==> src/gis_regs.svh <==
// Timing constants of the gapped integration sequencer
`ifndef GIS_REGS_SVH
`define GIS_REGS_SVH

// ----------------------------------------------------------------
// Master clock and reference rate
// ----------------------------------------------------------------
`define GIS_CLK_PERIOD_PS 10000
`define GIS_REF_PERIOD_PS 100000

// ----------------------------------------------------------------
// Cycle counts in master clock periods
// ----------------------------------------------------------------
`define GIS_SEAMLESS_CYCLES 4794
`define GIS_GAPPED_CYCLES 9108
`define GIS_FIRST_READY_CYCLES 4212
`define GIS_SECOND_READY_CYCLES 4548

// ----------------------------------------------------------------
// Internal phase times at the reference rate, in ps
// ----------------------------------------------------------------
`define GIS_INTEGRATE_SELECT_TIME_PS 202200000
`define GIS_INTEGRATE_SELECT_RESET_PS 13200000
`define GIS_GAP_RESET_PS 37800000
`define GIS_GAP_TOTAL_PS 910800000

// Phase lengths in reference periods, derived from the times above
`define GIS_INTEGRATE_SELECT_CYCLES (`GIS_INTEGRATE_SELECT_TIME_PS / `GIS_REF_PERIOD_PS)
`define GIS_INTEGRATE_SELECT_RESET_CYCLES (`GIS_INTEGRATE_SELECT_RESET_PS / `GIS_REF_PERIOD_PS)
`define GIS_GAP_RESET_CYCLES (`GIS_GAP_RESET_PS / `GIS_REF_PERIOD_PS)
`define GIS_GAP_TOTAL_CYCLES (`GIS_GAP_TOTAL_PS / `GIS_REF_PERIOD_PS)

`endif

==> src/gis_pkg.sv <==
// Types of the gapped integration sequencer
`default_nettype none
package gis_pkg;
  // Sequencer states, one to eight in order
  typedef enum logic [2:0] {
    ST_MEAS_A_B,
    ST_PREP_A,
    ST_INT_A,
    ST_INT_B_MEAS_A,
    ST_INT_A_MEAS_B,
    ST_INT_B,
    ST_PREP_B,
    ST_MEAS_B_A
  } gis_state_e;

  // Measurement engine status
  typedef struct packed {
    logic busy;
    logic pair;
    logic converting;
    logic [13:0] elapsed;
  } gis_meas_s;
endpackage
`default_nettype wire

==> src/gis_sequencer.sv <==
// Gapped/seamless integration sequencer of a dual-integrator charge converter
// Notes on behaviour
// RULE_01: Gapped mode integrates a pair A/B, then idles while both are measured.
// RULE_02: Integration-only states three and six wait for both measurements.
// RULE_03: After both measurements a preparation state readies the next side.
// RULE_04: First data ready follows first integration end; second follows later.
// RULE_05: Typical gapped sequence walks states three, four, one, two repeatedly.
// RULE_06: States one and eight hold until measure busy drops, select ignored.
// RULE_07: State two goes to three once select is high; seven mirrors it.
// RULE_08: Controller keeps preparation state long enough; device does not check.
// RULE_09: Controller keeps gapped integrations between 50 us and 1 s.
// RULE_10: Conversion phase lasts 202.2 us, reset phase 13.2 us, at reference clock.
// RULE_11: Gapped integrator plus converter reset lasts 37.8 us at reference clock.
// RULE_12: Gapped conversion and reset for both sides lasts 910.8 us.
// RULE_13: Toggle while measuring falls from seamless into gapped operation.
// RULE_14: On the fall, measure B then A in eight, prepare in seven, resume in six.
// RULE_15: Toggles spaced at least the seamless cycle keep seamless integration.
// RULE_16: First integration in state three may be short; nothing to wait for.
// RULE_17: Seamless measure/reset/autozero cycle takes 4794 master clocks.
// RULE_18: Gapped measure/reset/autozero for both sides takes 9108 master clocks.
// RULE_19: First data ready 4212 clocks after toggle, second 4548 after first.
// RULE_20: Data ready stays low until transmit request goes low.
// RULE_21: Select is sampled every clock as a level, not an edge.
`timescale 1ns/1ps
`default_nettype none
`include "gis_regs.svh"

module gis_sequencer #(
  parameter int unsigned SEAMLESS_CYCLES = `GIS_SEAMLESS_CYCLES,
  parameter int unsigned GAPPED_CYCLES = `GIS_GAPPED_CYCLES,
  parameter int unsigned FIRST_READY_CYCLES = `GIS_FIRST_READY_CYCLES,
  parameter int unsigned SECOND_READY_CYCLES = `GIS_SECOND_READY_CYCLES
) (
  input wire logic i_clk,
  input wire logic i_rst,
  input wire logic i_integrate_select,
  input wire logic i_transmit_request_n,
  output logic o_data_ready_n,
  output logic o_data_side_b,
  output gis_pkg::gis_state_e o_state,
  output logic o_measure_busy,
  output logic o_converting,
  output logic o_integrating_a,
  output logic o_integrating_b
);

  localparam logic [13:0] SEAM_LEN = 14'(SEAMLESS_CYCLES);
  localparam logic [13:0] GAP_LEN = 14'(GAPPED_CYCLES);
  localparam logic [13:0] FIRST_AT = 14'(FIRST_READY_CYCLES);
  localparam logic [13:0] SECOND_AT = 14'(FIRST_READY_CYCLES + SECOND_READY_CYCLES);
  localparam logic [13:0] INTEGRATE_SELECT_FROM = 14'(`GIS_INTEGRATE_SELECT_RESET_CYCLES);
  localparam logic [13:0] INTEGRATE_SELECT_TO = 14'(`GIS_INTEGRATE_SELECT_RESET_CYCLES + `GIS_INTEGRATE_SELECT_CYCLES);

  // ----------------------------------------------------------------
  // Pin synchronisers
  // ----------------------------------------------------------------
  logic sel_meta_q, sel_q, txr_meta_q, txr_n_q;
  logic sel_meta_d, sel_d, txr_meta_d, txr_n_d;

  // Both pins are asynchronous to the master clock
  always_comb begin
    sel_meta_d = i_integrate_select;
    sel_d = sel_meta_q;
    txr_meta_d = i_transmit_request_n;
    txr_n_d = txr_meta_q;
  end

  always_ff @(posedge i_clk) begin
    sel_meta_q <= sel_meta_d;
    sel_q <= sel_d;
    txr_meta_q <= txr_meta_d;
    txr_n_q <= txr_n_d;
  end

  // ----------------------------------------------------------------
  // State machine
  // ----------------------------------------------------------------
  gis_pkg::gis_state_e state_q, state_d;
  gis_pkg::gis_meas_s meas_q, meas_d;
  logic int_end; // An integration ends this cycle

  // Level of select decides each step except from states one and eight; busy gates the gapped states
  always_comb begin
    state_d = state_q;
    int_end = 1'b0;
    unique case (state_q)
      gis_pkg::ST_MEAS_A_B: begin
        if (!meas_q.busy) state_d = gis_pkg::ST_PREP_A; // RULE_06 RULE_03
      end
      gis_pkg::ST_PREP_A: begin
        if (sel_q) state_d = gis_pkg::ST_INT_A; // RULE_07 RULE_21
      end
      gis_pkg::ST_INT_A: begin
        if (!sel_q) begin
          state_d = gis_pkg::ST_INT_B_MEAS_A; // RULE_16 RULE_05
          int_end = 1'b1;
        end
      end
      gis_pkg::ST_INT_B_MEAS_A: begin
        if (sel_q) begin
          int_end = 1'b1;
          // Toggle while busy drops to the gapped states
          state_d = meas_q.busy ? gis_pkg::ST_MEAS_A_B : gis_pkg::ST_INT_A_MEAS_B; // RULE_13 RULE_15 RULE_01
        end
      end
      gis_pkg::ST_INT_A_MEAS_B: begin
        if (!sel_q) begin
          int_end = 1'b1;
          state_d = meas_q.busy ? gis_pkg::ST_MEAS_B_A : gis_pkg::ST_INT_B_MEAS_A; // RULE_13 RULE_14
        end
      end
      gis_pkg::ST_INT_B: begin
        if (sel_q) begin
          state_d = gis_pkg::ST_INT_A_MEAS_B;
          int_end = 1'b1;
        end
      end
      gis_pkg::ST_PREP_B: begin
        if (!sel_q) state_d = gis_pkg::ST_INT_B; // RULE_07 RULE_14
      end
      gis_pkg::ST_MEAS_B_A: begin
        if (!meas_q.busy) state_d = gis_pkg::ST_PREP_B; // RULE_06 RULE_02
      end
    endcase
    // Power-up state follows the select level
    if (i_rst) state_d = sel_q ? gis_pkg::ST_MEAS_A_B : gis_pkg::ST_MEAS_B_A;
  end

  always_ff @(posedge i_clk) begin
    state_q <= state_d;
  end

  // ----------------------------------------------------------------
  // Measurement engine
  // ----------------------------------------------------------------
  logic [13:0] meas_len;
  logic fire_first, fire_second;

  // One elapsed count serves both modes; a second end while busy
  // stretches the cycle to the gapped length instead of restarting it
  always_comb begin
    meas_d = meas_q;
    meas_len = meas_q.pair ? GAP_LEN : SEAM_LEN; // RULE_17 RULE_18
    fire_first = meas_q.busy && (meas_q.elapsed == FIRST_AT); // RULE_19 RULE_04
    fire_second = meas_q.busy && meas_q.pair && (meas_q.elapsed == SECOND_AT); // RULE_19
    if (meas_q.busy) begin
      meas_d.elapsed = meas_q.elapsed + 14'h0001;
      if (meas_q.elapsed + 14'h0001 >= meas_len) meas_d.busy = 1'b0;
    end
    if (int_end) begin
      if (meas_q.busy) begin
        meas_d.pair = 1'b1; // RULE_01 RULE_12
      end else begin
        meas_d.busy = 1'b1;
        meas_d.pair = 1'b0;
        meas_d.elapsed = 14'h0000;
      end
    end
    // Converter active after its reset phase, for one conversion
    meas_d.converting = meas_d.busy && (meas_d.elapsed >= INTEGRATE_SELECT_FROM)
      && (meas_d.elapsed < INTEGRATE_SELECT_TO); // RULE_10 RULE_11
    if (i_rst) meas_d = '0;
  end

  always_ff @(posedge i_clk) begin
    meas_q <= meas_d;
  end

  // ----------------------------------------------------------------
  // Data ready
  // ----------------------------------------------------------------
  logic dr_n_q, dr_n_d, side_q, side_d, first_side_q, first_side_d;
  logic [13:0] rdy_wait_q, rdy_wait_d; // Cycles since an idle measurement began

  // Side of the first pending result is the side that just stopped
  always_comb begin
    first_side_d = first_side_q;
    rdy_wait_d = rdy_wait_q;
    if (int_end && !meas_q.busy) first_side_d = (state_q == gis_pkg::ST_INT_B_MEAS_A)
      || (state_q == gis_pkg::ST_INT_B);
    if (rdy_wait_q != 14'h0000) begin
      rdy_wait_d = (rdy_wait_q == FIRST_AT + 14'h0002) ? 14'h0000 : rdy_wait_q + 14'h0001;
    end
    if (int_end && !meas_q.busy) rdy_wait_d = 14'h0001; // Own count, not the elapsed field
    if (i_rst) first_side_d = 1'b0;
    if (i_rst) rdy_wait_d = 14'h0000;
  end

  // New result wins over a transmit request in the same cycle
  always_comb begin
    dr_n_d = dr_n_q;
    side_d = side_q;
    if (!txr_n_q) dr_n_d = 1'b1; // RULE_20
    if (fire_first) begin
      dr_n_d = 1'b0; // RULE_04
      side_d = first_side_q;
    end
    if (fire_second) begin
      dr_n_d = 1'b0;
      side_d = !first_side_q;
    end
    if (i_rst) begin
      dr_n_d = 1'b1;
      side_d = 1'b0;
    end
  end

  always_ff @(posedge i_clk) begin
    dr_n_q <= dr_n_d;
    side_q <= side_d;
    first_side_q <= first_side_d;
    rdy_wait_q <= rdy_wait_d;
  end

  // Outputs straight from flip-flops or state decode
  assign o_data_ready_n = dr_n_q;
  assign o_data_side_b = side_q;
  assign o_state = state_q;
  assign o_measure_busy = meas_q.busy;
  assign o_converting = meas_q.converting;
  assign o_integrating_a = (state_q == gis_pkg::ST_INT_A) || (state_q == gis_pkg::ST_INT_A_MEAS_B);
  assign o_integrating_b = (state_q == gis_pkg::ST_INT_B) || (state_q == gis_pkg::ST_INT_B_MEAS_A);

  // ----------------------------------------------------------------
  // Assertions
  // ----------------------------------------------------------------
  property p_hold_gap;
    @(posedge i_clk) disable iff (i_rst)
    (state_q == gis_pkg::ST_MEAS_A_B && meas_q.busy) |=> (state_q == gis_pkg::ST_MEAS_A_B);
  endproperty
  a_hold_gap: assert property (p_hold_gap) else $error("left state one while busy"); // RULE_06

  property p_no_int_busy;
    @(posedge i_clk) disable iff (i_rst)
    (state_q == gis_pkg::ST_INT_A || state_q == gis_pkg::ST_INT_B) && $changed(state_q)
      |-> $past(state_q) inside {gis_pkg::ST_PREP_A, gis_pkg::ST_PREP_B};
  endproperty
  a_no_int_busy: assert property (p_no_int_busy) else $error("state three/six not via prep"); // RULE_02

  property p_prep_go;
    @(posedge i_clk) disable iff (i_rst)
    (state_q == gis_pkg::ST_PREP_A && sel_q) |=> (state_q == gis_pkg::ST_INT_A);
  endproperty
  a_prep_go: assert property (p_prep_go) else $error("prep did not advance"); // RULE_07

  property p_prep_after;
    @(posedge i_clk) disable iff (i_rst)
    (state_q == gis_pkg::ST_MEAS_B_A && !meas_q.busy) |=> (state_q == gis_pkg::ST_PREP_B);
  endproperty
  a_prep_after: assert property (p_prep_after) else $error("no prep after measure"); // RULE_03

  property p_fall_gap;
    @(posedge i_clk) disable iff (i_rst)
    (state_q == gis_pkg::ST_INT_A_MEAS_B && !sel_q && meas_q.busy)
      |=> (state_q == gis_pkg::ST_MEAS_B_A);
  endproperty
  a_fall_gap: assert property (p_fall_gap) else $error("no fall to gapped"); // RULE_13

  property p_first_ready;
    @(posedge i_clk) disable iff (i_rst)
    (rdy_wait_q == FIRST_AT + 14'h0002) |-> !dr_n_q;
  endproperty
  a_first_ready: assert property (p_first_ready) else $error("first ready late"); // RULE_19

  property p_seam_len;
    @(posedge i_clk) disable iff (i_rst)
    (meas_q.busy && !meas_q.pair && meas_q.elapsed == SEAM_LEN - 14'h0001) |=> !meas_q.busy;
  endproperty
  a_seam_len: assert property (p_seam_len) else $error("seamless cycle length wrong"); // RULE_17

  property p_gap_len;
    @(posedge i_clk) disable iff (i_rst)
    (meas_q.busy && meas_q.pair && meas_q.elapsed < GAP_LEN - 14'h0001) |=> meas_q.busy;
  endproperty
  a_gap_len: assert property (p_gap_len) else $error("gapped cycle ended early"); // RULE_18

  property p_ready_hold;
    @(posedge i_clk) disable iff (i_rst)
    (!dr_n_q && txr_n_q) |=> !dr_n_q;
  endproperty
  a_ready_hold: assert property (p_ready_hold) else $error("ready released early"); // RULE_20

  c_gapped: cover property (@(posedge i_clk) disable iff (i_rst)
    state_q == gis_pkg::ST_MEAS_A_B ##[1:1000] state_q == gis_pkg::ST_PREP_A);
  c_fall: cover property (@(posedge i_clk) disable iff (i_rst)
    state_q == gis_pkg::ST_MEAS_B_A ##1 state_q == gis_pkg::ST_PREP_B);
  c_second: cover property (@(posedge i_clk) disable iff (i_rst) fire_second);

endmodule // gis_sequencer
`default_nettype wire

==> config.mk <==
export PLATFORM = sky130hd
export DESIGN_NAME = gis_sequencer
export DESIGN_NICKNAME = d
export VERILOG_FILES = /design/src/gis_pkg.sv /design/src/gis_sequencer.sv
export VERILOG_INCLUDE_DIRS = /design/src
export SDC_FILE = /design/constraint.sdc
export NUM_CORES = 1
export LEC_CHECK = 0
export BUFFER_PORTS_ARGS = -buffer_cell sky130_fd_sc_hd__clkbuf_2
export CAP_MARGIN = 5
export CORE_MARGIN = 4
export CORE_UTILIZATION = 41
export CTS_BUF_LIST = sky130_fd_sc_hd__clkbuf_8
export DETAILED_ROUTE_END_ITERATION = 8
export GPL_ROUTABILITY_DRIVEN = 0
export PLACE_DENSITY = 0.67
export SLEW_MARGIN = 20
export SYNTH_ARGS = -nofsm -noshare
export SYNTH_HDL_FRONTEND = slang
export SYNTH_SLANG_ARGS = --single-unit
==> constraint.sdc <==
create_clock -name i_clk -period 3.65 [get_ports i_clk]
set_clock_uncertainty 0.15 [all_clocks]
set_input_delay 0.1825 -clock i_clk [delete_from_list [all_inputs] [get_ports i_clk]]
set_output_delay 0.1825 -clock i_clk [all_outputs]
set_load 0.05 [all_outputs]
After elaboration in Yosys (flattened, before gate mapping)
Index checks and enable logic that the tools add are counted.
{ "word_totals": {"reg_bits": 27, "elab_cells": 79, "out_inout_bits": 9, "input_bits": 4} }
{ "classes": {"n_lt_le_gt_ge": 3, "eq_ne": 18, "n_reduce_logical": 15, "n_addsub": 1, "mux": 30} }
{ "ops": {"columns": ["cell", "count"], "rows": [
  ["two-way mux 14 bit", 4],
  ["two-way mux 3 bit", 12],
  ["inequality test 3 bit, second input constant", 8],
  ["one-hot mux 3 bit (8 select lines)", 1],
  ["adder 14 x 1 -> 14 bit, second input constant", 1],
  ["equality test 14 x 13 -> 1 bit, second input constant", 1],
  ["equality test 14 bit, second input constant", 1],
  ["greater-or-equal comparator 14 bit", 1],
  ["greater-or-equal comparator 14 x 8 -> 1 bit, second input constant", 1],
  ["less-than comparator 14 x 12 -> 1 bit, second input constant", 1],
  ["equality test 3 bit, second input constant", 4],
  ["two-way mux 1 bit", 11],
  ["AND reduction 8 bit", 1],
  ["equality test 3 x 2 -> 1 bit, second input constant", 2],
  ["logical AND 1 bit", 6],
  ["OR reduction 2 bit", 2],
  ["equality test 3 x 1 -> 1 bit, second input constant", 1],
  ["zero test 3 bit", 1],
  ["inequality test 3 x 1 -> 1 bit, second input constant", 1],
  ["zero test 1 bit", 2],
  ["logical OR 1 bit", 2],
  ["two-way mux 2 bit", 1],
  ["one-hot mux 1 bit (2 select lines)", 1],
  ["nonzero test 2 bit", 1]
]} }

Depth between registers and ports, before layout
Gate-level depths: netlist of run 1.
{ "logic_depth": {"ltp_word": 8, "depth_mapped": 12, "mapped_depth_nobuf": 11} }

Worst setup path before layout of run 1
OpenSTA, ideal clock, no wires.
{ "synth_timing": {"kind": "reg-to-reg", "start": "register meas_q[1] (netlist name)", "end": "register meas_q (netlist bit o_converting)", "path_slack_ns": 0.851, "required_time_ns": 3.421, "setup_ns": 0.079, "stages_incl_launch_ff": 13, "n_path_buf": 1, "period_less_slack_ns": 2.799, "arrival_ns": 2.569, "path_cell_list": "dfxtp_1 > ha_1 > and3_1 > clkbuf_1 > a31oi_1 > or2_2 > ha_1 > nor3b_1 > nand4_1 > a32oi_1 > a2111oi_0 > o32a_1 > a211oi_2"} }
{ "synth_between": {"elab_chain_cells": 8, "word_cells_on_any_way": 13, "classes_between": "add/sub: 1; order compare: 3; mux: 7; reduce/logical: 2"} }
{ "synth_lines": {"columns": ["element", "line_no", "rtl"], "rows": [
  ["from (decl)", "gis_sequencer.sv:79", "gis_pkg::gis_meas_s meas_q, meas_d;"],
  ["from (signal assigned)", "gis_sequencer.sv:166", "meas_q <= meas_d;"],
  ["adder 14 x 1 -> 14 bit", "gis_sequencer.sv:147, gis_sequencer.sv:148", null],
  ["greater-or-equal comparator 14 bit", "gis_sequencer.sv:148", "if (meas_q.elapsed + 14'h0001 >= meas_len) meas_d.busy = 1'b0;"],
  ["two-way mux 1 bit", "gis_sequencer.sv:148", null],
  ["two-way mux 1 bit", "gis_sequencer.sv:146", "if (meas_q.busy) begin"],
  ["two-way mux 1 bit", "gis_sequencer.sv:151", "if (meas_q.busy) begin"],
  ["two-way mux 2 bit", "gis_sequencer.sv:150", "if (int_end) begin"],
  ["logical AND 1 bit", "gis_sequencer.sv:160", "meas_d.converting = meas_d.busy && (meas_d.elapsed >= INTEGRATE_SELECT_FROM)"],
  ["logical AND 1 bit *", "gis_sequencer.sv:161", "&& (meas_d.elapsed < INTEGRATE_SELECT_TO);"]
]} }
Mark *: on every way between the ends. The rest lies on a longest branch, timed or not.
A chain may end at the register's enable or synchronous reset.

Final worst setup path of run 1
Ends and elaborated chain as after synthesis.

==> results of run 1 <==
logic make-up after synthesis:
group / count (synthesis)
XOR/XNOR: 9
AO/OA/AOI/OAI: 61
AND/OR/NAND/NOR: 94
flip-flops: 27
adder cells (fa/ha/maj): 10
buffers and inverters: 25
multiplexers: 3
worst register-to-register path, cell delays in order, from the launching register on:
cell	delay [ns]
dfxtp_1	0.45
ha_1	0.25
and3_1	0.33
a31oi_1	0.14
or2_2	0.31
ha_1	0.21
nor3b_1	0.19
nand4_1	0.11
a32oi_1	0.20
a2111oi_0	0.09
o32a_1	0.39
a211oi_2	0.19
flip-flops by register name (all words and copies together) (netlist names):
| name | count |
|---|---|
| o_data_side_b | 1 |
| txr_meta_q | 1 |
| sel_q | 1 |
| txr_n_q | 1 |
| o_measure_busy | 1 |
| o_state | 3 |
| first_side_q | 1 |
| o_data_ready_n | 1 |
| meas_q | 15 |
| sel_d | 1 |
| o_converting | 1 |
metal layers:
layer  track usage  routed length (um)  vias to the layer above
li1              -                   -                      846
met1         0.238                2050                      786
met2         0.287                2110                       70
met3        0.0462                 372                       14
met4        0.0602                 102                        0
met5             0                   0                        -
area by class of cell:
type                            count  area share
Timing Repair Buffer               16      0.0474
Sequential cell                    27       0.284
Multi-Input combinational cell    177       0.597
Tap cell                           52      0.0324
Inverter                            9      0.0168
Clock buffer                        3      0.0206
Clock inverter                      1     0.00187
placed cells by master (no fill, tap or decap), types with 3 or more instances in the layout:
cell | Yosys | final
a21oi_1 | 17 | 17
a31oi_1 | 5 | 5
and2_1 | 4 | 4
and3_1 | 5 | 5
clkbuf_2 | 1 | 12
clkbuf_8 | 0 | 3
dfxtp_1 | 24 | 24
edfxtp_1 | 3 | 3
ha_1 | 10 | 10
inv_1 | 9 | 10
mux2i_1 | 3 | 3
nand2_1 | 14 | 14
nand2b_1 | 8 | 8
nand3_1 | 12 | 12
nand4_1 | 6 | 6
nor2_1 | 20 | 20
nor2b_1 | 5 | 5
nor3_1 | 5 | 5
nor4_1 | 3 | 3
o21ai_0 | 10 | 10
xnor2_1 | 6 | 6
through the flow:
step	cells	utilization
detailed placement	279	0.443
finish	285	0.458
floorplan	229	-
global route	285	0.458
global placement	279	0.443
CTS	285	0.458
power groups by stage:
| stage | sequential (W) | combinational [W] | clock (W) |
|---|---|---|---|
| 4_1_cts | 0.000418 | 0.000536 | 0.000174 |
| 3_5_place_dp | 0.000426 | 0.000533 | 0 |
| 2_1_floorplan | 0.000468 | 0.000357 | 0 |
| 5_1_grt | 0.000426 | 0.000590 | 0.000182 |
| 6_report | 0.000416 | 0.000535 | 0.000169 |
| 3_3_place_gp | 0.000422 | 0.000531 | 0 |
what timing repair did:
item | in CTS | in global routing
hold buffers | 2 | 0
endpoints found under the hold margin | 2 | 0
setup buffers | 0 | 0
worst max path at each step:
stage	slack [ns]	cells after the start	to	from
finish	0.57	11	o_converting	meas_q[1]
CTS	0.51	11	o_converting	meas_q[1]
global placement	0.57	11	o_converting	meas_q[1]
global route	0.33	11	o_converting	meas_q[1]
floorplan	0.85	12	o_converting	meas_q[1]
detailed placement	0.55	11	o_converting	meas_q[1]
==> run metrics, run 1 <==
number of vias per cell after detailed routing=about 6; share of total power in the clock network=0.151; drt wl/cell=about 16 um; top achievable clock speed=324 MHz; startpoint-to-endpoint class of the critical path=register to register; number of cells on the worst reg-to-reg path=11; number of distinct library cells after synthesis=57; initial antenna violation count=0; fraction of the mapped netlist area in compound gates=0.230; initial core utilization=0.426; number of failing setup endpoints in the final timing report=0; part of the power in registers=0.372; number of DRC violations after detailed routing=0; vias post-DR=~1700; Synth Area in Adders=0.0670; result of the run=finished clean; Buf+Inv Stages, Crit Path=0; top-count cell post-synth=dfxtp_1; worst hold-check path type=register to register; endpoint kind of the worst setup timing path=register; ordered list of cells on the worst path=ha_1 -> and3_1 -> a31oi_1 -> or2_2 -> ha_1 -> nor3b_1 -> nand4_1 -> a32oi_1 -> a2111oi_0 -> o32a_1 -> a211oi_2; most repeated library cell on the critical path=ha_1; worst flop-to-flop path endpoint=o_converting; Die Ht=75.5 um; unrepaired setup endpoints after global routing=false; total cell area at the placement stage=around 0.0019 mm2; Least-Margin Pin Slew=between 0.5 and 0.6 ns; IR Drop Worst-Case VDD=about 0.38 mV; Cell Rows=24; average size of a mapped cell=between 8 and 9 um2; total number of clock tree sinks=27; Worst path slowest cell=dfxtp_1; number of flops mapped to enable cells by yosys=3; sequential fraction of the synthesis area=0.306; Synth area leader=dfxtp_1; nature of the critical path startpoint=register; CTS H-tree depth=1; Port-buffer cells=12; area share of the largest cell type after synthesis=0.257; insertion delay to the later sink of the worst-skew pair=roughly 0.27 ns; IO Pins=13; clock transition at the register clock pins on the worst setup and hold paths after CTS=roughly 0.09 ns; largest fanout on the critical path=7; Synthesis Warnings=0; leakage dissipation=roughly 0.75 nW; share of layout cells above drive strength 1=0.124; vias in the first global route=around 1600; Slew HR=0.646; switching power as a share of total power=0.480; CTS tree=yes; switching power=between 0.0005 and 0.0006 W; post-placement worst setup slack=0.546 ns; final worst path period share=0.845; post-synthesis async set-or-reset flop share=0; total power density per cell area=about 560 mW/mm2; post-route setup slack=between 0.5 and 0.6 ns; launch instance of the worst register-to-register path=meas_q[1]; violation count after the first detailed-route iteration=just under 90; die area=approximately 0.0057 mm2; Clk Tree Root Cell=clkbuf_8; R2R setup slack=about 0.57 ns; overall die width=~75 um; Hold Worst Slack=0.188 ns; buffer levels on the longest clock path=2; max-slew violation count=0; total negative slack for setup checks=0 ns; simple-gate share of the synthesized area=0.272; most used standard cells in the synthesized netlist=dfxtp_1, nor2_1, a21oi_1; multiplexer area fraction after synthesis=0.0161; remaining global-route overflow=0; overall fraction of global-route tracks in use=0.180; placeable core area=approximately 0.0044 mm2; Design Area, Final=0.00201 mm2; net count of the mapped netlist=243; post-route ant nets=0; post-synthesis instance area=about 0.0019 mm2; endpoint arrival time on the critical path=between 3 and 4 ns; maximum number of pins on one net before global-route repair=26; launch point of the worst hold path=txr_meta_q; data required time of the critical path=between 3 and 4 ns; number of filler instances in the final layout=between 400 and 500; share of power burned in combinational logic=0.477; number of cells traversed by the worst hold path=0; cell types with the largest area share after synthesis=dfxtp_1, ha_1, edfxtp_1, a21oi_1, nor2_1; Multi-input gate area=about 0.0012 mm2; end point of the worst hold path=txr_n_q; global-route wire length before repair=7900 um; largest family of logic cells by synthesized area=simple AND/OR/NAND/NOR gates; HPWL after detailed placement=between 3000 and 4000 um; Synth-to-Final Area Change=7.51%; most used flip-flop cell after synthesis=dfxtp_1; post-CTS sizing=0; max capacitance violation total=0; # nets final=about 250; TritonCTS buffer count=3; synthesized instance count=between 200 and 250; number of diodes=0; Hold Violations, Final=0; xor and xnor area share after synthesis=0.0563; total design power=between 0.001 and 0.0015 W; flops & latches, synth=27; cell family with the largest share of critical-path delay=compound AO/OA/AOI/OAI gates; critical path's largest stage delay=around 0.45 ns; length of the first detailed-routing pass in iterations=5; FF+latch area=between 500 and 600 um2; Pint=a little under 0.0006 W; post-route minimum period=3.08 ns; total routed wirelength=roughly 4600 um
Note: power is estimated with default switching activity, not from simulation.
==> run 2, diff against run 1 <==
- PLACE_DENSITY: 0.67 -> 0.69
- clock period: 3.65 -> 2.76 ns (I/O delays scaled with it)
==> run 2 against run 1 <==
Via count grew 4.4%; non-clock buffer count grew 15; die area is the same; clock power up 30%; routed wire length is 1.3% higher; final cell count increased by 5.3%; final area up 7.0%; global-route usage up 0.25 points; combinational power grew 41%; clock-buffer cell count unchanged; maximum frequency rose by 18%; sequential power is 30% higher.
==> run metrics, run 2 (synthesis gave the netlist of run 1 again) <==
overall fraction of global-route tracks in use=0.183 (+0.00253); Layout Cells excl Fill=300 (+5.3%); Multi-input gate area=0.00122 mm2 (+2.0%); number of DRC violations after detailed routing=0 (unchanged); clock transition at the register clock pins on the worst setup and hold paths after CTS=0.09 ns (about the same); HPWL after detailed placement=3500 um (+0.82%); endpoint arrival time on the critical path=2.65 ns (-0.48 ns); Synth-to-Final Area Change=15.0%; result of the run=finished clean; placeable core area=0.00438 mm2 (unchanged); Slew HR=0.641 (-0.00445); maximum number of pins on one net before global-route repair=26 (unchanged); buffer levels on the longest clock path=2 (unchanged); number of flip-flops under the largest register name=15 (unchanged); global-route wire length before repair=8000 um (+1.2%); number of failing setup endpoints in the final timing report=0 (unchanged); Cell Rows=24 (unchanged); number of cells on the worst reg-to-reg path=11 (unchanged); IR Drop Worst-Case VDD=0.642 mV (+68%); initial core utilization=0.426 (unchanged); violation count after the first detailed-route iteration=193 (+120%); insertion delay to the later sink of the worst-skew pair=0.27 ns (about the same); top achievable clock speed=384 MHz (+18%); die area=0.00570 mm2 (unchanged); R2R setup slack=0.16 ns (-0.41 ns); total power density per cell area=705 mW/mm2 (+26%); CTS H-tree depth=1 (unchanged); total cell area at the placement stage=0.00205 mm2 (+5.8%); top library cells by usage in the layout, fill and taps aside=dfxtp_1, nor2_1, a21oi_1, buf_4, nand2_1; Hold Violations, Final=0 (unchanged); Die Ht=75.5 um (unchanged); length of the first detailed-routing pass in iterations=4 (-1); commonest non-fill, non-tap cell in the layout=dfxtp_1; share of layout cells above drive strength 1=0.210 (+0.0852); drt wl/cell=15.6 um (-3.8%); launch instance of the worst register-to-register path=meas_q[0]; vias post-DR=1792 (+4.4%); IO Pins=13 (unchanged); number of diodes=0 (unchanged); Design Area, Final=0.00215 mm2 (+7.0%); worst flop-to-flop path endpoint=o_converting; max capacitance violation total=0 (unchanged); leakage dissipation=0.839 nW (+12%); Port-buffer cells=12 (unchanged); final worst path period share=0.943 (+0.0987); Reg with most FFs=meas_q; Least-Margin Pin Slew=0.538 ns (+0.00667 ns); data required time of the critical path=2.80 ns (-0.90 ns); max-slew violation count=0 (unchanged); post-route ant nets=0 (unchanged); vias in the first global route=1639 (+2.1%); post-route minimum period=2.60 ns (-0.479 ns); initial antenna violation count=0 (unchanged); CTS tree=yes; total routed wirelength=4690 um (+1.3%); number of vias per cell after detailed routing=5.97 (-0.79%); launch point of the worst hold path=sel_d; nature of the critical path startpoint=register; number of filler instances in the final layout=413 (-3.5%); Clk Tree Root Cell=clkbuf_8; largest fanout on the critical path=3 (-4); end point of the worst hold path=sel_q; FF+latch area=574 um2 (+0.66%); startpoint-to-endpoint class of the critical path=register to register; number of cells traversed by the worst hold path=0 (unchanged); Placed Instances=294 (+5.4%); remaining global-route overflow=0 (unchanged); worst hold-check path type=register to register; # nets final=263 (+6.0%); endpoint kind of the worst setup timing path=register; overall die width=75.5 um (unchanged); total number of clock tree sinks=27 (unchanged); TritonCTS buffer count=3 (unchanged)
-- run 2: layout make-up --
type,count,share of cell area
Clock buffer,3,0.0192
Inverter,9,0.0157
Sequential cell,27,0.267
Tap cell,52,0.0303
Multi-Input combinational cell,177,0.569
Timing Repair Buffer,31,0.0967
Clock inverter,1,0.00175
-- run 2: worst max-delay path, stage by stage, from the launching register on --
cell and delay, ns:
dfxtp_1 0.33, ha_1 0.21, and3_4 0.16, and4_1 0.18
or2_2 0.28, ha_2 0.19, nor3b_2 0.15, nand4_1 0.10
a32oi_1 0.16, a2111oi_1 0.07, o32a_1 0.36, a211oi_2 0.18
-- run 2: per-stage QoR --
stage	power, W	setup WS, ns	setup TNS [ns]	hold WS, ns	util
2_1_floorplan	0.00109	0.0160	0	0.0157	-
3_3_place_gp	0.00129	0.119	0	0.0914	0.469
3_5_place_dp	0.00129	0.0830	0	0.0925	0.469
4_1_cts	0.00152	0.0621	0	0.185	0.483
5_1_grt	0.00161	-0.0151	-0.0151	0.189	0.490
6_report	0.00151	0.156	0	0.186	0.490
-- run 2: timing repair --
item                                    4_1_cts  5_1_grt
endpoints found under the hold margin         2        0
hold buffers                                  2        0
resized for setup                             0       10
endpoints found under the setup margin        0        1
setup buffers                                 0        0
-- run 2: worst max-delay path by stage --
stage,startpoint,endpoint,slack [ns],cells after the start
5_1_grt,meas_q[0],o_converting,-0.02,11
6_report,meas_q[0],o_converting,0.16,11
4_1_cts,meas_q[0],o_converting,0.06,11
2_1_floorplan,meas_q[0],o_converting,0.02,12
3_3_place_gp,meas_q[0],o_converting,0.12,11
3_5_place_dp,meas_q[0],o_converting,0.08,11
-- run 2: report_power, final --
group | leakage (nW) | switching [W] | internal [W]
Sequential | 0.228 | 0.0000884 | 0.000450
Clock | 0.0269 | 0.000120 | 0.0000997
Combinational | 0.584 | 0.000518 | 0.000236
-- run 2: layer usage --
layer / track usage / wire length, um / vias to the layer above
li1: - / - / 878
met1: 0.261 / 2140 / 831
met2: 0.277 / 2130 / 71
met3: 0.0185 / 291 / 12
met4: 0.0835 / 133 / 0
met5: 0 / 0 / -
==> run 3, diff against run 2 <==
- CELL_PAD_IN_SITES_DETAIL_PLACEMENT: unset -> 0
- CELL_PAD_IN_SITES_GLOBAL_PLACEMENT: unset -> 1
- PLACE_DENSITY: 0.69 -> 0.85
- SETUP_SLACK_MARGIN: unset -> 0.02
==> run 3 against run 2 <==
Maximum frequency is 0.67% lower; sequential cell count unchanged; sequential share of layout area shrank 0.77 points; first-iteration DRC count down 38%; power increased by 1.4%; sequential power down 3.9%; clock-buffer cell count stayed put; core utilization up 1.3 points; final cell count grew 2.0%; via count about the same.
==> run metrics, run 3 (synthesis gave the netlist of run 1 again) <==
result of the run=finished clean; number of filler instances in the final layout=417 (+0.97%); end point of the worst hold path=sel_q; Reg with most FFs=meas_q; number of flip-flops under the largest register name=15 (unchanged); worst hold-check path type=register to register; endpoint arrival time on the critical path=2.68 ns (+0.03 ns); TritonCTS buffer count=3 (unchanged); leakage dissipation=0.863 nW (+2.9%); HPWL after detailed placement=3660 um (+4.6%); Placed Instances=300 (+2.0%); critical path's largest stage delay=0.38 ns (+0.02 ns); overall fraction of global-route tracks in use=0.184 (+0.000893); post-route ant nets=0 (unchanged); Clk Tree Root Cell=clkbuf_8; global-route wire length before repair=8000 um (about the same); IR Drop Worst-Case VDD=0.632 mV (-1.6%); initial core utilization=0.426 (unchanged); worst flop-to-flop path endpoint=o_converting; violation count after the first detailed-route iteration=120 (-38%); total number of clock tree sinks=27 (unchanged); Die Ht=75.5 um (unchanged); # nets final=269 (+2.3%); Port-buffer cells=12 (unchanged); overall die width=75.5 um (unchanged); maximum number of pins on one net before global-route repair=26 (unchanged); max-slew violation count=0 (unchanged); final worst path period share=0.950 (+0.00632); total routed wirelength=4770 um (+1.6%); number of cells traversed by the worst hold path=0 (unchanged); unrepaired setup endpoints after global routing=false; Slew HR=0.649 (+0.00731); Cell Rows=24 (unchanged); remaining global-route overflow=0 (unchanged); die area=0.00570 mm2 (unchanged); length of the first detailed-routing pass in iterations=4 (unchanged); FF+latch area=573 um2 (-0.22%); number of vias per cell after detailed routing=5.85 (-2.0%); Multi-input gate area=0.00123 mm2 (+0.92%); max capacitance violation total=0 (unchanged); insertion delay to the later sink of the worst-skew pair=0.27 ns (about the same); number of diodes=0 (unchanged); IO Pins=13 (unchanged); number of cells on the worst reg-to-reg path=11 (unchanged); Hold Violations, Final=0 (unchanged); vias in the first global route=1623 (-0.98%); buffer levels on the longest clock path=2 (unchanged); top achievable clock speed=381 MHz (-0.67%); number of DRC violations after detailed routing=0 (unchanged); Worst path slowest cell=o32a_1; launch instance of the worst register-to-register path=meas_q[0]; post-route minimum period=2.62 ns (+0.0174 ns); ordered list of cells on the worst path=ha_4 -> and3_4 -> and4_1 -> or2_2 -> ha_2 -> nor3b_2 -> nand4_1 -> a32oi_1 -> a2111oi_0 -> o32a_1 -> a211oi_2; total power density per cell area=695 mW/mm2 (-1.3%); nature of the critical path startpoint=register; placeable core area=0.00438 mm2 (unchanged); number of failing setup endpoints in the final timing report=0 (unchanged); clock transition at the register clock pins on the worst setup and hold paths after CTS=0.10 ns (about the same); initial antenna violation count=0 (unchanged); CTS H-tree depth=1 (unchanged); Synth-to-Final Area Change=18.2%; launch point of the worst hold path=sel_d; Layout Cells excl Fill=306 (+2.0%); # Post-CTS Setup Buffers=0 (unchanged); R2R setup slack=0.14 ns (-0.02 ns); data required time of the critical path=2.82 ns (+0.02 ns); largest fanout on the critical path=4 (+1); drt wl/cell=15.6 um (-0.35%); share of layout cells above drive strength 1=0.232 (+0.0226); top library cells by usage in the layout, fill and taps aside=buf_4, dfxtp_1, nor2_1; endpoint kind of the worst setup timing path=register; Least-Margin Pin Slew=0.527 ns (-0.0110 ns); vias post-DR=1791 (-0.056%); total negative slack for setup checks=0 ns (unchanged); CTS tree=yes; commonest non-fill, non-tap cell in the layout=buf_4; startpoint-to-endpoint class of the critical path=register to register
run 3: changes by cell type in the layout (fill, tap and decap cells not counted), sizes merged:
cell	delta
clkinvlp	+1
inv	-1
buf	+6
run 3: area by class of cell:
class | count | area share
Multi-Input combinational cell | 177 | 0.559
Sequential cell | 27 | 0.260
Timing Repair Buffer | 37 | 0.115
Tap cell | 52 | 0.0295
Clock buffer | 3 | 0.0187
Inverter | 9 | 0.0153
Clock inverter | 1 | 0.00340
run 3: where the power goes:
part	leakage [nW]	internal (W)	switching, W	total (W)
clock	0.0217	0.000103	0.000131	0.000233
combinational	0.614	0.000247	0.000536	0.000783
sequential	0.228	0.000452	0.0000660	0.000518
run 3: worst max-delay path by stage:
stage                   start            to  slack, ns  depth (start not counted)
global route        meas_q[0]  o_converting       0.03                         11
floorplan           meas_q[1]  o_converting       0.03                         12
CTS                 meas_q[0]  o_converting       0.05                         11
detailed placement  meas_q[0]  o_converting       0.05                         11
global placement    meas_q[0]  o_converting       0.12                         11
finish              meas_q[0]  o_converting       0.14                         11
run 3: critical path, delay by kind of cell, from the launching register on:
kind	cells	cell delay, ns
flops	1	0.35
fa+ha+maj	2	0.36
compound gates	4	0.82
simple gates	5	0.87
run 3: routing by layer:
metal / track usage / routed length, um
met5: 0 / 0
met4: 0.0524 / 63
met3: 0.0237 / 287
met2: 0.284 / 2130
met1: 0.267 / 2290
run 3: repair_timing:
item,4_1_cts,5_1_grt
cloned,0,0
endpoints found under the setup margin,1,1
hold endpoints to repair,2,0
hold buffers,2,0
pin swaps,0,1
resized for setup,1,8
run 3: stage by stage:
| step | worst slack (ns) | total power [W] | area [um2] | utilization | hold WS (ns) |
|---|---|---|---|---|---|
| after detailed placement | 0.0485 | 0.00131 | 2100 | 0.479 | 0.0933 |
| after CTS | 0.0469 | 0.00154 | 2180 | 0.496 | 0.189 |
| after floorplan | 0.0272 | 0.00109 | 1870 | - | 0.0157 |
| after global routing | 0.0289 | 0.00164 | 2210 | 0.503 | 0.193 |
| final | 0.139 | 0.00153 | 2210 | 0.503 | 0.189 |
| after global placement | 0.123 | 0.00130 | 2100 | 0.479 | 0.0910 |
